**src/verilog/emsm_pkg.sv**
```systemverilog
`default_nettype none
package emsm_pkg;

  // ----------------------------------------------------------------
  // Clock and timing
  // ----------------------------------------------------------------
  localparam int unsigned CLK_HZ = 50_000_000;
  localparam int unsigned BLINK_HALF_MS = 250;
  localparam int unsigned ALL_ON_MS = 500;
  localparam int unsigned BLINK_HALF_CYC = (BLINK_HALF_MS * (CLK_HZ / 1000));
  localparam int unsigned ALL_ON_CYC = (ALL_ON_MS * (CLK_HZ / 1000));

  // ----------------------------------------------------------------
  // Holding register protocol addresses
  // ----------------------------------------------------------------
  localparam logic [15:0] ADDR_RUN_HOURS_HI = 16'h9C41;
  localparam logic [15:0] ADDR_RUN_HOURS_LO = 16'h9C42;
  localparam logic [15:0] ADDR_SPEED_RPM = 16'h9C43;
  localparam logic [15:0] ADDR_SUPPLY_TENTHS = 16'h9C44;
  localparam logic [15:0] ADDR_OIL_KPA = 16'h9C45;
  localparam logic [15:0] ADDR_TEMP_C = 16'h9C46;
  localparam logic [15:0] ADDR_STATE_CODE = 16'h9C47;
  localparam logic [15:0] ADDR_SHUTDOWN_A = 16'h9C48;
  localparam logic [15:0] ADDR_LIVE_SETPOINT = 16'h9C50;
  localparam logic [15:0] ADDR_COMMIT = 16'h9D30;

  localparam logic [15:0] COMMIT_VALUE = 16'h0001;
  localparam logic [7:0] NODE_DEFAULT = 8'h01;
  localparam logic [7:0] NODE_BROADCAST = 8'h00;
  localparam logic [7:0] EXC_NONE = 8'h00;
  localparam logic [7:0] EXC_BAD_ADDR = 8'h02;

  // ----------------------------------------------------------------
  // Shutdown word layout
  // ----------------------------------------------------------------
  localparam int unsigned SD_FAULT_BITS = 12;
  localparam logic [15:0] SD_USED_MASK = 16'h0FFF;
  localparam int unsigned SD_OVERSPEED = 0;
  localparam int unsigned SD_FILTER_RESTRICT = 11;

  // ----------------------------------------------------------------
  // Security levels and controller state codes
  // ----------------------------------------------------------------
  localparam logic [1:0] SEC_HIGH = 2'h3;

  typedef enum logic [4:0] {
    EMSM_ST_ECU_STABILIZE, EMSM_ST_STOPPED, EMSM_ST_STANDBY, EMSM_ST_PRESTART1,
    EMSM_ST_SAFE_CHECK, EMSM_ST_PRESTART2, EMSM_ST_CRANKING, EMSM_ST_CRANK_REST,
    EMSM_ST_FALSE_START, EMSM_ST_WARMUP, EMSM_ST_LINE_FILL1, EMSM_ST_LINE_FILL2,
    EMSM_ST_RUN_LOADED, EMSM_ST_COOLDOWN, EMSM_ST_ETS_WAIT, EMSM_ST_SPINDOWN,
    EMSM_ST_WAIT_START
  } emsm_state_code_t;

  typedef enum logic [2:0] {
    EMSM_LD_IDLE, EMSM_LD_ALL_ON, EMSM_LD_FLASHING, EMSM_LD_DONE, EMSM_LD_BOOT
  } emsm_load_t;

  // ----------------------------------------------------------------
  // Carriers
  // ----------------------------------------------------------------
  typedef struct packed {
    logic rd;
    logic wr;
    logic [7:0] node;
    logic [15:0] addr;
    logic [15:0] wdata;
  } emsm_req_t;

  typedef struct packed {
    logic valid;
    logic [7:0] exc;
    logic [15:0] rdata;
  } emsm_resp_t;

  typedef struct packed {
    logic red;
    logic amber;
    logic green;
  } emsm_leds_t;

endpackage
`default_nettype wire

```
**src/verilog/emsm_status_map.sv**
```systemverilog
`timescale 1ns/10ps
`default_nettype none
// How it works
// - Run hours are one 32-bit read-only value over two adjacent registers.
// - Speed, oil pressure and temperature each read from their own read-only register.
// - Supply voltage reads back as tenths of a volt, read-only.
// - Controller state reads as one numeric code; one state at a time.
// - Codes 0 to 8 cover stabilize wait through false-start check.
// - Codes 9 to 16 cover warmup wait through wait-to-start.
// - Shutdown word bit is one while its fault is active.
// - Bits 0 to 4: overspeed, underspeed, overcrank, low oil, high temperature.
// - Bits 5 to 11: fuel, discharge, speed loss, lube, leak, filter faults.
// - Bus writes are temporary; after power cycle the panel value returns.
// - Writing one to the commit register makes the device save changes.
// - High security panel user sees three passcodes but cannot change them.
// - File list shows only own-hardware files with the configuration extension.
// - Loading blanks screen, lights all LEDs, flashes amber; done shows green, flashes others.
// - After a good load, drive removal or power cycle restarts the controller.
// - Failed load stays in bootloader until a full file loads.
// - Registers answer as a bus slave at a node address defaulting to one.
module emsm_status_map
  import emsm_pkg::*;
#(
  parameter int unsigned BLINK_HALF = BLINK_HALF_CYC,
  parameter int unsigned ALL_ON = ALL_ON_CYC
) (
  // Clock and reset
  input wire logic ref_clk_in,
  input wire logic rst_b_in,
  // Register request from the serial framer
  input wire emsm_req_t req_in,
  input wire logic [7:0] node_addr_in,
  output emsm_resp_t resp_out,
  // Engine measurements
  input wire logic [31:0] run_hours_in,
  input wire logic [15:0] speed_rpm_in,
  input wire logic [15:0] supply_tenths_in,
  input wire logic [15:0] oil_kpa_in,
  input wire logic [15:0] temp_c_in,
  input wire emsm_state_code_t state_code_in,
  input wire logic [SD_FAULT_BITS-1:0] faults_in,
  // Setting held by the panel and its save path
  input wire logic [15:0] panel_setpoint_in,
  output logic [15:0] live_setpoint_out,
  output logic save_pulse_out,
  output logic [15:0] save_value_out,
  // Panel passcode view
  input wire logic [1:0] sec_level_in,
  input wire logic view_codes_in,
  input wire logic [15:0] code_low_in,
  input wire logic [15:0] code_med_in,
  input wire logic [15:0] code_high_in,
  output logic [47:0] codes_view_out,
  // Configuration load from removable drive
  input wire logic usb_present_in,
  input wire logic file_hw_match_in,
  input wire logic file_ext_match_in,
  input wire logic file_is_full_in,
  input wire logic load_start_in,
  input wire logic load_done_in,
  input wire logic load_fail_in,
  input wire logic boot_pending_nv_in,
  output logic file_listed_out,
  output logic display_blank_out,
  output emsm_leds_t leds_out,
  output logic boot_pending_set_out,
  output logic restart_out
);

  if (BLINK_HALF < 1 || ALL_ON < 1) begin : g_bad_counts
    $error("Blink and all-on counts must be at least one");
  end

  // ----------------------------------------------------------------
  // Request decode
  // ----------------------------------------------------------------
  logic addressed;
  logic broadcast;
  logic take_rd;
  logic take_wr;
  assign broadcast = (req_in.node == NODE_BROADCAST);
  assign addressed = (req_in.node == node_addr_in) || broadcast;
  assign take_rd = req_in.rd && (req_in.node == node_addr_in);
  assign take_wr = req_in.wr && addressed;

  logic [15:0] shutdown_word;
  assign shutdown_word = {4'h0, faults_in} & SD_USED_MASK;
  logic override_r;
  logic [15:0] bus_setpoint_r;
  assign live_setpoint_out = override_r ? bus_setpoint_r : panel_setpoint_in;

  logic [15:0] rd_word;
  logic rd_hit;
  always_comb begin
    rd_hit = 1'b1;
    rd_word = 16'h0000;
    case (req_in.addr)
      ADDR_RUN_HOURS_HI: rd_word = run_hours_in[31:16];
      ADDR_RUN_HOURS_LO: rd_word = run_hours_in[15:0];
      ADDR_SPEED_RPM: rd_word = speed_rpm_in;
      ADDR_SUPPLY_TENTHS: rd_word = supply_tenths_in;
      ADDR_OIL_KPA: rd_word = oil_kpa_in;
      ADDR_TEMP_C: rd_word = temp_c_in;
      ADDR_STATE_CODE: rd_word = {11'h000, state_code_in};
      ADDR_SHUTDOWN_A: rd_word = shutdown_word;
      ADDR_LIVE_SETPOINT: rd_word = live_setpoint_out;
      ADDR_COMMIT: rd_word = 16'h0000;
      default: rd_hit = 1'b0;
    endcase
  end

  // Only the setpoint and commit take writes; everything else is read-only
  logic wr_ok;
  assign wr_ok = (req_in.addr == ADDR_LIVE_SETPOINT) || (req_in.addr == ADDR_COMMIT);

  // ----------------------------------------------------------------
  // Response
  // ----------------------------------------------------------------
  // Broadcast writes act but get no answer, as on any multidrop slave
  always_ff @(posedge ref_clk_in or negedge rst_b_in) begin
    if (!rst_b_in) begin
      resp_out <= '0;
    end else begin
      resp_out.valid <= take_rd || (take_wr && !broadcast);
      if (take_rd) begin
        resp_out.exc <= rd_hit ? EXC_NONE : EXC_BAD_ADDR;
        resp_out.rdata <= rd_hit ? rd_word : 16'h0000;
      end else if (take_wr) begin
        resp_out.exc <= wr_ok ? EXC_NONE : EXC_BAD_ADDR;
        resp_out.rdata <= req_in.wdata;
      end
    end
  end

  // ----------------------------------------------------------------
  // Temporary setting and commit
  // ----------------------------------------------------------------
  // Reset stands in for power cycling: the override drops, panel value shows again
  always_ff @(posedge ref_clk_in or negedge rst_b_in) begin
    if (!rst_b_in) begin
      override_r <= 1'b0;
      bus_setpoint_r <= 16'h0000;
    end else if (take_wr && req_in.addr == ADDR_LIVE_SETPOINT) begin
      override_r <= 1'b1;
      bus_setpoint_r <= req_in.wdata;
    end
  end

  always_ff @(posedge ref_clk_in or negedge rst_b_in) begin
    if (!rst_b_in) begin
      save_pulse_out <= 1'b0;
      save_value_out <= 16'h0000;
    end else begin
      save_pulse_out <= take_wr && req_in.addr == ADDR_COMMIT
                        && req_in.wdata == COMMIT_VALUE;
      save_value_out <= live_setpoint_out;
    end
  end

  // ----------------------------------------------------------------
  // Passcode view
  // ----------------------------------------------------------------
  // No path from the panel reaches the codes; they are only mirrored out
  always_ff @(posedge ref_clk_in or negedge rst_b_in) begin
    if (!rst_b_in) begin
      codes_view_out <= '0;
    end else if (view_codes_in && sec_level_in == SEC_HIGH) begin
      codes_view_out <= {code_low_in, code_med_in, code_high_in};
    end else begin
      codes_view_out <= '0;
    end
  end

  // ----------------------------------------------------------------
  // Drive presence and boot flag synchronisers
  // ----------------------------------------------------------------
  logic usb_s1_r;
  logic usb_s2_r;
  logic nv_s1_r;
  logic nv_s2_r;
  logic nv_seen_r;
  always_ff @(posedge ref_clk_in or negedge rst_b_in) begin
    if (!rst_b_in) begin
      usb_s1_r <= 1'b0;
      usb_s2_r <= 1'b0;
      nv_s1_r <= 1'b0;
      nv_s2_r <= 1'b0;
    end else begin
      usb_s1_r <= usb_present_in;
      usb_s2_r <= usb_s1_r;
      nv_s1_r <= boot_pending_nv_in;
      nv_s2_r <= nv_s1_r;
    end
  end

  // Boot flag is read every idle cycle from when it has crossed the synchroniser after release
  logic [1:0] nv_wait_r;
  always_ff @(posedge ref_clk_in or negedge rst_b_in) begin
    if (!rst_b_in) begin
      nv_wait_r <= 2'h0;
      nv_seen_r <= 1'b0;
    end else if (nv_wait_r != 2'h2) begin
      nv_wait_r <= nv_wait_r + 2'h1;
    end else begin
      nv_seen_r <= 1'b1;
    end
  end

  assign file_listed_out = usb_s2_r && file_hw_match_in && file_ext_match_in;
  // ----------------------------------------------------------------
  // Blink divider
  // ----------------------------------------------------------------
  logic [31:0] blink_cnt_r;
  logic blink_r;
  always_ff @(posedge ref_clk_in or negedge rst_b_in) begin
    if (!rst_b_in) begin
      blink_cnt_r <= 32'h0000_0000;
      blink_r <= 1'b0;
    end else if (blink_cnt_r == BLINK_HALF - 1) begin
      blink_cnt_r <= 32'h0000_0000;
      blink_r <= !blink_r;
    end else begin
      blink_cnt_r <= blink_cnt_r + 32'h0000_0001;
    end
  end

  // ----------------------------------------------------------------
  // Configuration load sequencer
  // ----------------------------------------------------------------
  emsm_load_t ld_r;
  emsm_load_t ld_nxt;
  logic [31:0] all_cnt_r;
  logic start_ok;
  assign start_ok = load_start_in && file_listed_out;

  always_comb begin
    ld_nxt = ld_r;
    case (ld_r)
      EMSM_LD_IDLE: begin
        if (nv_seen_r && nv_s2_r) begin
          ld_nxt = EMSM_LD_BOOT;
        end else if (start_ok && nv_seen_r) begin
          ld_nxt = EMSM_LD_ALL_ON;
        end
      end
      EMSM_LD_ALL_ON: begin
        if (load_fail_in || !usb_s2_r) begin
          ld_nxt = EMSM_LD_BOOT;
        end else if (all_cnt_r == ALL_ON - 1) begin
          ld_nxt = EMSM_LD_FLASHING;
        end
      end
      EMSM_LD_FLASHING: begin
        if (load_fail_in || !usb_s2_r) begin
          ld_nxt = EMSM_LD_BOOT;
        end else if (load_done_in) begin
          ld_nxt = EMSM_LD_DONE;
        end
      end
      EMSM_LD_DONE: ld_nxt = EMSM_LD_DONE;
      EMSM_LD_BOOT: begin
        // Only a complete full file gets out of the bootloader
        if (start_ok && file_is_full_in) begin
          ld_nxt = EMSM_LD_ALL_ON;
        end
      end
      default: ld_nxt = EMSM_LD_IDLE;
    endcase
  end

  always_ff @(posedge ref_clk_in or negedge rst_b_in) begin
    if (!rst_b_in) begin
      ld_r <= EMSM_LD_IDLE;
      all_cnt_r <= 32'h0000_0000;
    end else begin
      ld_r <= ld_nxt;
      if (ld_r == EMSM_LD_ALL_ON && ld_nxt == EMSM_LD_ALL_ON) begin
        all_cnt_r <= all_cnt_r + 32'h0000_0001;
      end else begin
        all_cnt_r <= 32'h0000_0000;
      end
    end
  end

  // Flag survives power loss outside; set on failure, cleared by a good load
  always_ff @(posedge ref_clk_in or negedge rst_b_in) begin
    if (!rst_b_in) begin
      boot_pending_set_out <= 1'b0;
    end else if (ld_nxt == EMSM_LD_BOOT) begin
      boot_pending_set_out <= 1'b1;
    end else if (ld_nxt == EMSM_LD_DONE) begin
      boot_pending_set_out <= 1'b0;
    end else if (ld_r == EMSM_LD_IDLE && nv_seen_r) begin
      boot_pending_set_out <= nv_s2_r;
    end
  end

  always_ff @(posedge ref_clk_in or negedge rst_b_in) begin
    if (!rst_b_in) begin
      display_blank_out <= 1'b0;
      leds_out <= '0;
      restart_out <= 1'b0;
    end else begin
      display_blank_out <= (ld_nxt != EMSM_LD_IDLE);
      restart_out <= (ld_r == EMSM_LD_DONE) && !usb_s2_r;
      case (ld_nxt)
        EMSM_LD_ALL_ON: leds_out <= '{red: 1'b1, amber: 1'b1, green: 1'b1};
        EMSM_LD_FLASHING: leds_out <= '{red: 1'b0, amber: blink_r, green: 1'b0};
        EMSM_LD_DONE: leds_out <= '{red: blink_r, amber: blink_r, green: 1'b1};
        EMSM_LD_BOOT: leds_out <= '{red: 1'b0, amber: blink_r, green: 1'b0};
        default: leds_out <= '0;
      endcase
    end
  end
endmodule
`default_nettype wire

```
**config.mk**
```make
export PLATFORM = sky130hd
export DESIGN_NAME = emsm_status_map
export DESIGN_NICKNAME = d
export VERILOG_FILES = /design/src/verilog/emsm_pkg.sv /design/src/verilog/emsm_status_map.sv
export SDC_FILE = /design/constraint.sdc
export NUM_CORES = 1
export LEC_CHECK = 0
export BUFFER_PORTS_ARGS = -buffer_cell sky130_fd_sc_hd__buf_2
export CAP_MARGIN = 20
export CORE_MARGIN = 4
export CORE_UTILIZATION = 40
export DETAILED_ROUTE_END_ITERATION = 7
export HOLD_SLACK_MARGIN = 0.06
export PLACE_DENSITY = 0.69
export SLEW_MARGIN = 15
export SYNTH_ARGS = -nofsm -noshare
export SYNTH_HDL_FRONTEND = slang
export SYNTH_SLANG_ARGS = --single-unit
```
**constraint.sdc**
```tcl
create_clock -name ref_clk_in -period 3.3 [get_ports ref_clk_in]
set_clock_uncertainty 0.15 [all_clocks]
set_input_delay 0.66 -clock ref_clk_in [delete_from_list [all_inputs] [get_ports ref_clk_in]]
set_output_delay 0.66 -clock ref_clk_in [all_outputs]
set_load 0.01 [all_outputs]
```
==> summary.md, run 1 <==
| Metric | Value |
|---|---|
| RSZ-0062 raised after global routing | no |
| Setup crit end kind | register |
| Max Fclk | 364.3 MHz |
| Worst setup startpoint | all_cnt_r[10]$_DFF_PN0_ |
| Slew @ Worst Pin | 773.5 ps |
| Final Max Slew Viols | 0 |
| Clock power frac | 0.406 |
| FF-to-FF Start | all_cnt_r[10]$_DFF_PN0_ |
| Ys Warns | 0 |
| Gates resized, CTS repair | 0 |
| Register area share after synthesis | 0.5071 |
| CP arrival | 2890 ps |
| Top Ports | 353 |
| Switching power total | 1335 uW |
| Layout cells sized above 1 | 0.4062 |
| Worst hold-check path type | in2async |
| Nets@finish | 1397 |
| Status | finished clean |
| Die width | 157.4 um |
| # clock sinks | 181 |
| Clk pin slew, worst setup/hold paths | 70 ps |
| Final Hold Fails | 0 |
| Routability congestion estimate from global placement | 0.9418 |
| CP Class | reg2reg |
| Initial core utilization | 0.4080 |
| Final setup fails | 0 |
| Detailed Routing Iterations Pass 1 | 5 |
| Worst rel slew slack | 0.4843 |
| Yosys cell types | 76 |
| Most common cell after layout, fill and taps aside | buf_2 |
| H-tree depth | 4 |
| DRT iter0 DRCs | 448 |
| Number of enable flip-flop cells after synthesis | 0 |
| Syn_area_per_cell | 11.08 um2 |
| Routed vias | 7601 |
| Remaining DRCs | 0 |
| Flop pwr share | 0.471 |
| Hold WS | 49.68 ps |
| Worst-path fanout max | 32 |
| Maximum clock path buffer count | 2 |
| Startpoint Class | register |
| Inserted Clock Buffers | 17 |
| Die Ht | 157.4 um |
| Pin count of the biggest net entering global routing | 78 |
| Area of the multi-input gates | 0.004139 mm2 |
| Synth Register Bits | 181 |
| Core area | 0.02189 mm2 |
| Number of routed nets with antenna violations | 0 |
| Dominant synthesized flop cell | dfrtp_1 |
| Area Growth Syn to Fin | 29.29% |
| Initial antenna violation count | 4 |
| Most frequent cells in the layout | buf_2, dfrtp_1, nor2_1, mux2_2, and2_1 |
| Internal | 3673 uW |
| Clk Tree Root Cell | clkbuf_16 |
| Wire length of the first global-routing pass | 42560 um |
| Post-CTS Setup Repair Bufs | 0 |
| GRT Util Overall | 0.2210 |
| Period minus WS final | 2745 ps |
| FP Rows | 54 |
| Total Wirelength | 27800 um |
| Fillers | 2015 |
| Clock Latency Late Sink | 430 ps |
| Placed wire-length estimate | 22000 um |
| Port Buffers | 345 |
| Worst setup margin | 555.2 ps |
| Fin crit share | 0.8318 |
| Netlist Area Pre-Place | 0.008932 mm2 |
| TNS Setup | 0 ps |
| Seq. cell area | 0.004529 mm2 |
| Max Cap Violations | 0 |
| DP Worst Slack | 232.3 ps |
| Vias per cell | 5.242 |
| CTS tree | built |
| Die area | 0.02479 mm2 |
| Fraction of registers with async set/reset | 1.000 |
| Total gr overflow | 0 |
| Leakage | 0.005712 uW |
| Routed len/inst | 19.17 um |
| Number of hold buffers added after cts | 0 |
| Vias in the first global route | 7752 |
| Combinational Power Share | 0.123 |
| Worst EP required | 3440 ps |
| Pwr/cell area | 433.6 mW/mm2 |
| Worst VDD drop | 0.3116 mV |
| Sw frac | 0.2667 |
| Synth Instances | 806 |
[worst max-delay path: stages, from the launching register on]
cell,delay [ps]
dfrtp_1,420
or4_1,520
or4_1,550
or3_1,330
nand2_1,110
or4b_1,120
buf_4,310
nor2_1,90
[power groups by stage]
stage          sequential [uW]  combinational [uW]  clock, uW
2_1_floorplan             2430                 222          0
3_3_place_gp              2400                 616          0
3_5_place_dp              2400                 621          0
4_1_cts                   2360                 623       2080
5_1_grt                   2370                 673       2170
6_report                  2360                 614       2030
[worst paths after layout]
kind / cells after the start / slack, ps / to
min: 1 / 50 / all_cnt_r[5]$_DFF_PN0_
max reg2reg: 7 / 560 / all_cnt_r[13]$_DFF_PN0_
min reg2reg: 0 / 210 / nv_s2_r$_DFF_PN0_
min in group ref_clk_in: 1 / 180 / nv_s1_r$_DFF_PN0_
max: 7 / 560 / all_cnt_r[13]$_DFF_PN0_
max in group asynchronous: 2 / 2120 / bus_setpoint_r[13]$_DFFE_PN0P_
[synthesized netlist by cell type, types with 5 or more instances]
library cell | number | area [um2]
buf_4 | 10 | 75.07
clkbuf_1 | 17 | 63.81
nor2_1 | 73 | 274.0
o21a_1 | 5 | 37.54
o22a_1 | 5 | 43.79
nor2b_1 | 5 | 31.28
o21ai_0 | 13 | 65.06
a22oi_1 | 18 | 135.1
nand2b_1 | 7 | 43.79
nand2_1 | 43 | 161.4
nor4_1 | 16 | 100.1
nand3_1 | 34 | 170.2
and4_1 | 7 | 61.31
nor3_1 | 15 | 75.07
buf_2 | 5 | 25.02
a21oi_1 | 13 | 65.06
dfrtp_1 | 181 | 4529
xor2_1 | 40 | 350.3
and3_1 | 19 | 118.9
buf_6 | 8 | 90.09
mux2i_1 | 21 | 210.2
o22ai_1 | 5 | 31.28
and2_1 | 51 | 319.1
a222oi_1 | 13 | 130.1
nand4_1 | 19 | 118.9
xnor2_1 | 29 | 254.0
inv_1 | 7 | 26.28
mux2_2 | 51 | 574.3
[per-layer routing]
metal	track usage	vias up	routed length (um)
met5	0	-	0
met1	0.2731	3681	10920
met2	0.3770	286	14360
met3	0.05582	46	1880
li1	-	3588	-
met4	0.07743	0	638
[state kept, by name, summed over array words and instances (netlist names)]
name,count
display_blank_out,1
usb_s1_r,1
restart_out,1
nv_s1_r,1
usb_s2_r,1
ld_r,3
all_cnt_r,32
nv_seen_r,1
save_pulse_out,1
resp_out,18
save_value_out,16
override_r,1
blink_cnt_r,32
codes_view_out,48
nv_s2_r,1
nv_wait_r,2
boot_pending_set_out,1
blink_r,1
leds_out,3
bus_setpoint_r,16
[metrics by stage]
stage / total power [uW] / cell area (um2) / instances / utilization
after floorplan: 2651 / 8955 / 812 / -
after detailed placement: 3023 / 10950 / 1415 / 0.5003
final: 5008 / 11550 / 1450 / 0.5275
after CTS: 5060 / 11540 / 1447 / 0.5272
after global placement: 3015 / 10950 / 1415 / 0.5003
after global routing: 5214 / 11550 / 1450 / 0.5275
[logic make-up (layout without fill, tap and decap cells)]
| family | after synthesis | in the layout | synth area share |
|---|---|---|---|
| AOI/OAI and AO/OA | 93 | 93 | 0.07662 |
| xor gates and xnor gates | 69 | 69 | 0.06766 |
| adders and majority gates | 3 | 3 | 0.004203 |
| buffers and inverters | 49 | 404 | 0.03278 |
| DFF | 181 | 181 | 0.5071 |
| muxes | 73 | 73 | 0.09035 |
| other | 1 | 10 | 0.0004198 |
| and+or+nand+nor | 337 | 337 | 0.2209 |
[final cells by class]
| cell class | instances | area share |
|---|---|---|
| Sequential cell | 181 | 0.3922 |
| Multi-Input combinational cell | 582 | 0.3584 |
| Timing Repair Buffer | 365 | 0.1652 |
| Clock buffer | 18 | 0.03716 |
| Tap cell | 280 | 0.03034 |
| Clock inverter | 14 | 0.01376 |
| Inverter | 7 | 0.002275 |
| Antenna cell | 3 | 0.0006501 |
Note: power is estimated with default switching activity, not from simulation.
==> run 2, diff against run 1 <==
- clock period: 3.3 -> 2.6 ns (I/O delays scaled with it)
==> run 2 against run 1 <==
- routed wire length up 6.0%
- sequential share of layout area decreased by 1.6 points
- core utilization grew 2.2 points
- clock-buffer cell count rose by 1
- maximum frequency grew 11%
- critical path type unchanged
- critical endpoint is now all_cnt_r[7]$_DFF_PN0_
==> summary.md, run 2 (synthesized netlist as in run 1, its figures left out) <==
| Metric | Value |
|---|---|
| CP most frequent cell | or4_4 |
| Most common cell after layout, fill and taps aside | buf_2 |
| Remaining DRCs | 0 (unchanged) |
| Reg2Reg Depth | 7 (unchanged) |
| Top Ports | 353 (unchanged) |
| Detailed Routing Iterations Pass 1 | 6 (+1) |
| H-tree depth | 4 (unchanged) |
| Layout cells sized above 1 | 0.4335 (+0.02733) |
| Inserted Clock Buffers | 17 (unchanged) |
| Status | finished clean |
| CTS tree | built |
| Clk Tree Root Cell | clkbuf_16 |
| Placed insts | 1460 (+3.2%) |
| Max reg flops | 48 (unchanged) |
| Vias per cell | 5.240 (about the same) |
| Wire length of the first global-routing pass | 44070 um (+3.6%) |
| RSZ-0062 raised after global routing | no |
| Fin crit share | 0.9483 (+0.1166) |
| Die width | 157.4 um (unchanged) |
| # clock sinks | 181 (unchanged) |
| Hold_sp | code_high_in[9] |
| Reg with most FFs | codes_view_out |
| Worst EP required | 2770 ps (-670 ps) |
| FP Rows | 54 (unchanged) |
| Max Fclk | 405.6 MHz (+11%) |
| Initial antenna violation count | 3 (-1) |
| Reg2Reg Capture Point | all_cnt_r[7]$_DFF_PN0_ |
| Post-CTS Setup Repair Bufs | 0 (unchanged) |
| Initial core utilization | 0.4080 (unchanged) |
| Hold path endpoint | codes_view_out[9]$_DFF_PN0_ |
| Post-DP Area | 0.01134 mm2 (+3.5%) |
| Final setup fails | 0 (unchanged) |
| Worst-path fanout max | 8 (-75%) |
| Routability congestion estimate from global placement | 0.9240 (-1.9%) |
| Worst rel slew slack | 0.6133 (+0.1290) |
| CP Class | reg2reg |
| Slew @ Worst Pin | 580.1 ps (-193.4 ps) |
| Setup crit end kind | register |
| Port Buffers | 345 (unchanged) |
| FF-to-FF Start | all_cnt_r[10]$_DFF_PN0_ |
| Pwr/cell area | 527.5 mW/mm2 (+22%) |
| CP arrival | 2630 ps (-260 ps) |
| Die area | 0.02479 mm2 (unchanged) |
| Final instance area | 0.01204 mm2 (+4.2%) |
| Clock Latency Late Sink | 430 ps (about the same) |
| Total Wirelength | 29460 um (+6.0%) |
| Max Cap Violations | 0 (unchanged) |
| Final Hold Fails | 0 (unchanged) |
| Vias in the first global route | 8161 (+5.3%) |
| Non-filler cells, final | 1500 (+3.4%) |
| Leakage | 0.006004 uW (+5.1%) |
| Worst Hold Path Cells | 2 |
| Most frequent cells in the layout | buf_2, dfrtp_1, nor2_1, buf_4 |
| CP max stage delay | 530 ps (-20 ps) |
| Final Max Slew Viols | 0 (unchanged) |
| Die Ht | 157.4 um (unchanged) |
| Largest regs | codes_view_out: 48 flops, all_cnt_r: 32 flops, blink_cnt_r: 32 flops |
| DRT iter0 DRCs | 543 (+21%) |
| Routed len/inst | 19.64 um (+2.4%) |
| Clk pin slew, worst setup/hold paths | 80 ps (about the same) |
| Period minus WS final | 2466 ps (-279.1 ps) |
| Pin count of the biggest net entering global routing | 60 (-23%) |
| Maximum clock path buffer count | 2 (unchanged) |
| Number of routed nets with antenna violations | 0 (unchanged) |
| Placed wire-length estimate | 23190 um (+5.4%) |
| GRT Util Overall | 0.2295 (+0.008559) |
| Total gr overflow | 0 (unchanged) |
| Core area | 0.02189 mm2 (unchanged) |
| Critical path cell sequence | or4_4, or4_4, or3_4, nand2_4, or4b_4, clkbuf_16, nor2_1 |
| R2r setup slk | 130 ps (-420 ps) |
| Worst VDD drop | 0.3213 mV (+3.1%) |
| Area Growth Syn to Fin | 34.77% |
| Nets@finish | 1448 (+3.7%) |
| Startpoint Class | register |
| Fillers | 1978 (-1.8%) |
| Routed vias | 7860 (+3.4%) |
| CP max-delay cell | or4_4 |
| Worst hold-check path type | in2reg |
==> run 2: changes by cell type in the layout (fill, tap and decap cells not counted), moves of 3 or more <==
cell | before | now
buf_12 | 2 | 6
buf_4 | 18 | 59
dlygate4sd3_1 | 0 | 3
inv_6 | 2 | 5
==> run 2: how the worst max path moves through the flow <==
| stage | from | to | cells after the start |
|---|---|---|---|
| 3_3_place_gp | req_in[29] | resp_out[2]$_DFFE_PN0P_ | 9 |
| 3_5_place_dp | req_in[21] | resp_out[2]$_DFFE_PN0P_ | 8 |
| 2_1_floorplan | req_in[16] | bus_setpoint_r[10]$_DFFE_PN0P_ | 6 |
| 6_report | all_cnt_r[10]$_DFF_PN0_ | all_cnt_r[7]$_DFF_PN0_ | 7 |
| 5_1_grt | all_cnt_r[10]$_DFF_PN0_ | all_cnt_r[25]$_DFF_PN0_ | 7 |
| 4_1_cts | all_cnt_r[10]$_DFF_PN0_ | all_cnt_r[7]$_DFF_PN0_ | 7 |
==> run 2: power breakdown <==
part           leakage, uW  switching [uW]  internal [uW]
registers          0.00242            65.5           2930
logic              0.00331             435            390
clock network     0.000276            1230           1300
total              0.00600            1730           4620
==> run 2: routing by layer <==
layer / up-vias / global-route usage / wire length [um]
met1: 3846 / 0.2838 / 11600
met4: 2 / 0.08562 / 905
met2: 277 / 0.3882 / 15220
met5: - / 0 / 7
met3: 50 / 0.05884 / 1727
li1: 3685 / - / -
==> run 2: area by class of cell <==
type	count	area, um2	area share
antenna	2	5.005	0.0004158
clock buffer	19	442.9	0.03679
clock inverter	13	128.9	0.01071
inverter	7	26.28	0.002183
multi-input combinational	582	4168	0.3462
sequential	181	4529	0.3763
tap	280	350.3	0.02910
timing repair buffer	416	2387	0.1983
==> run 2: what timing repair did <==
item,in CTS,in global routing
hold buffers,3,0
setup endpoints to repair,0,34
resized for setup,0,7
endpoints found under the hold margin,57,0
==> run 2: worst max-delay path, delay by kind of cell (launching register included) <==
kind	cells	cell delay, ps
DFF	1	390
and+or+nand+nor	6	1640
buffers and inverters	1	170
==> run 2: stage by stage <==
| step | utilization | worst slack [ps] | total power (uW) | hold slack (ps) | setup TNS (ps) |
|---|---|---|---|---|---|
| final | 0.5499 | 134.3 | 6350 | 135.6 | 0 |
| after detailed placement | 0.5181 | -97.96 | 3870 | 191.1 | -695.3 |
| after floorplan | - | 13.35 | 3365 | 74.41 | 0 |
| after CTS | 0.5456 | 33.02 | 6394 | 124.8 | 0 |
| after global placement | 0.5181 | -58.49 | 3861 | 183.9 | -470.9 |
| after global routing | 0.5499 | 95.51 | 6623 | 114.6 | 0 |
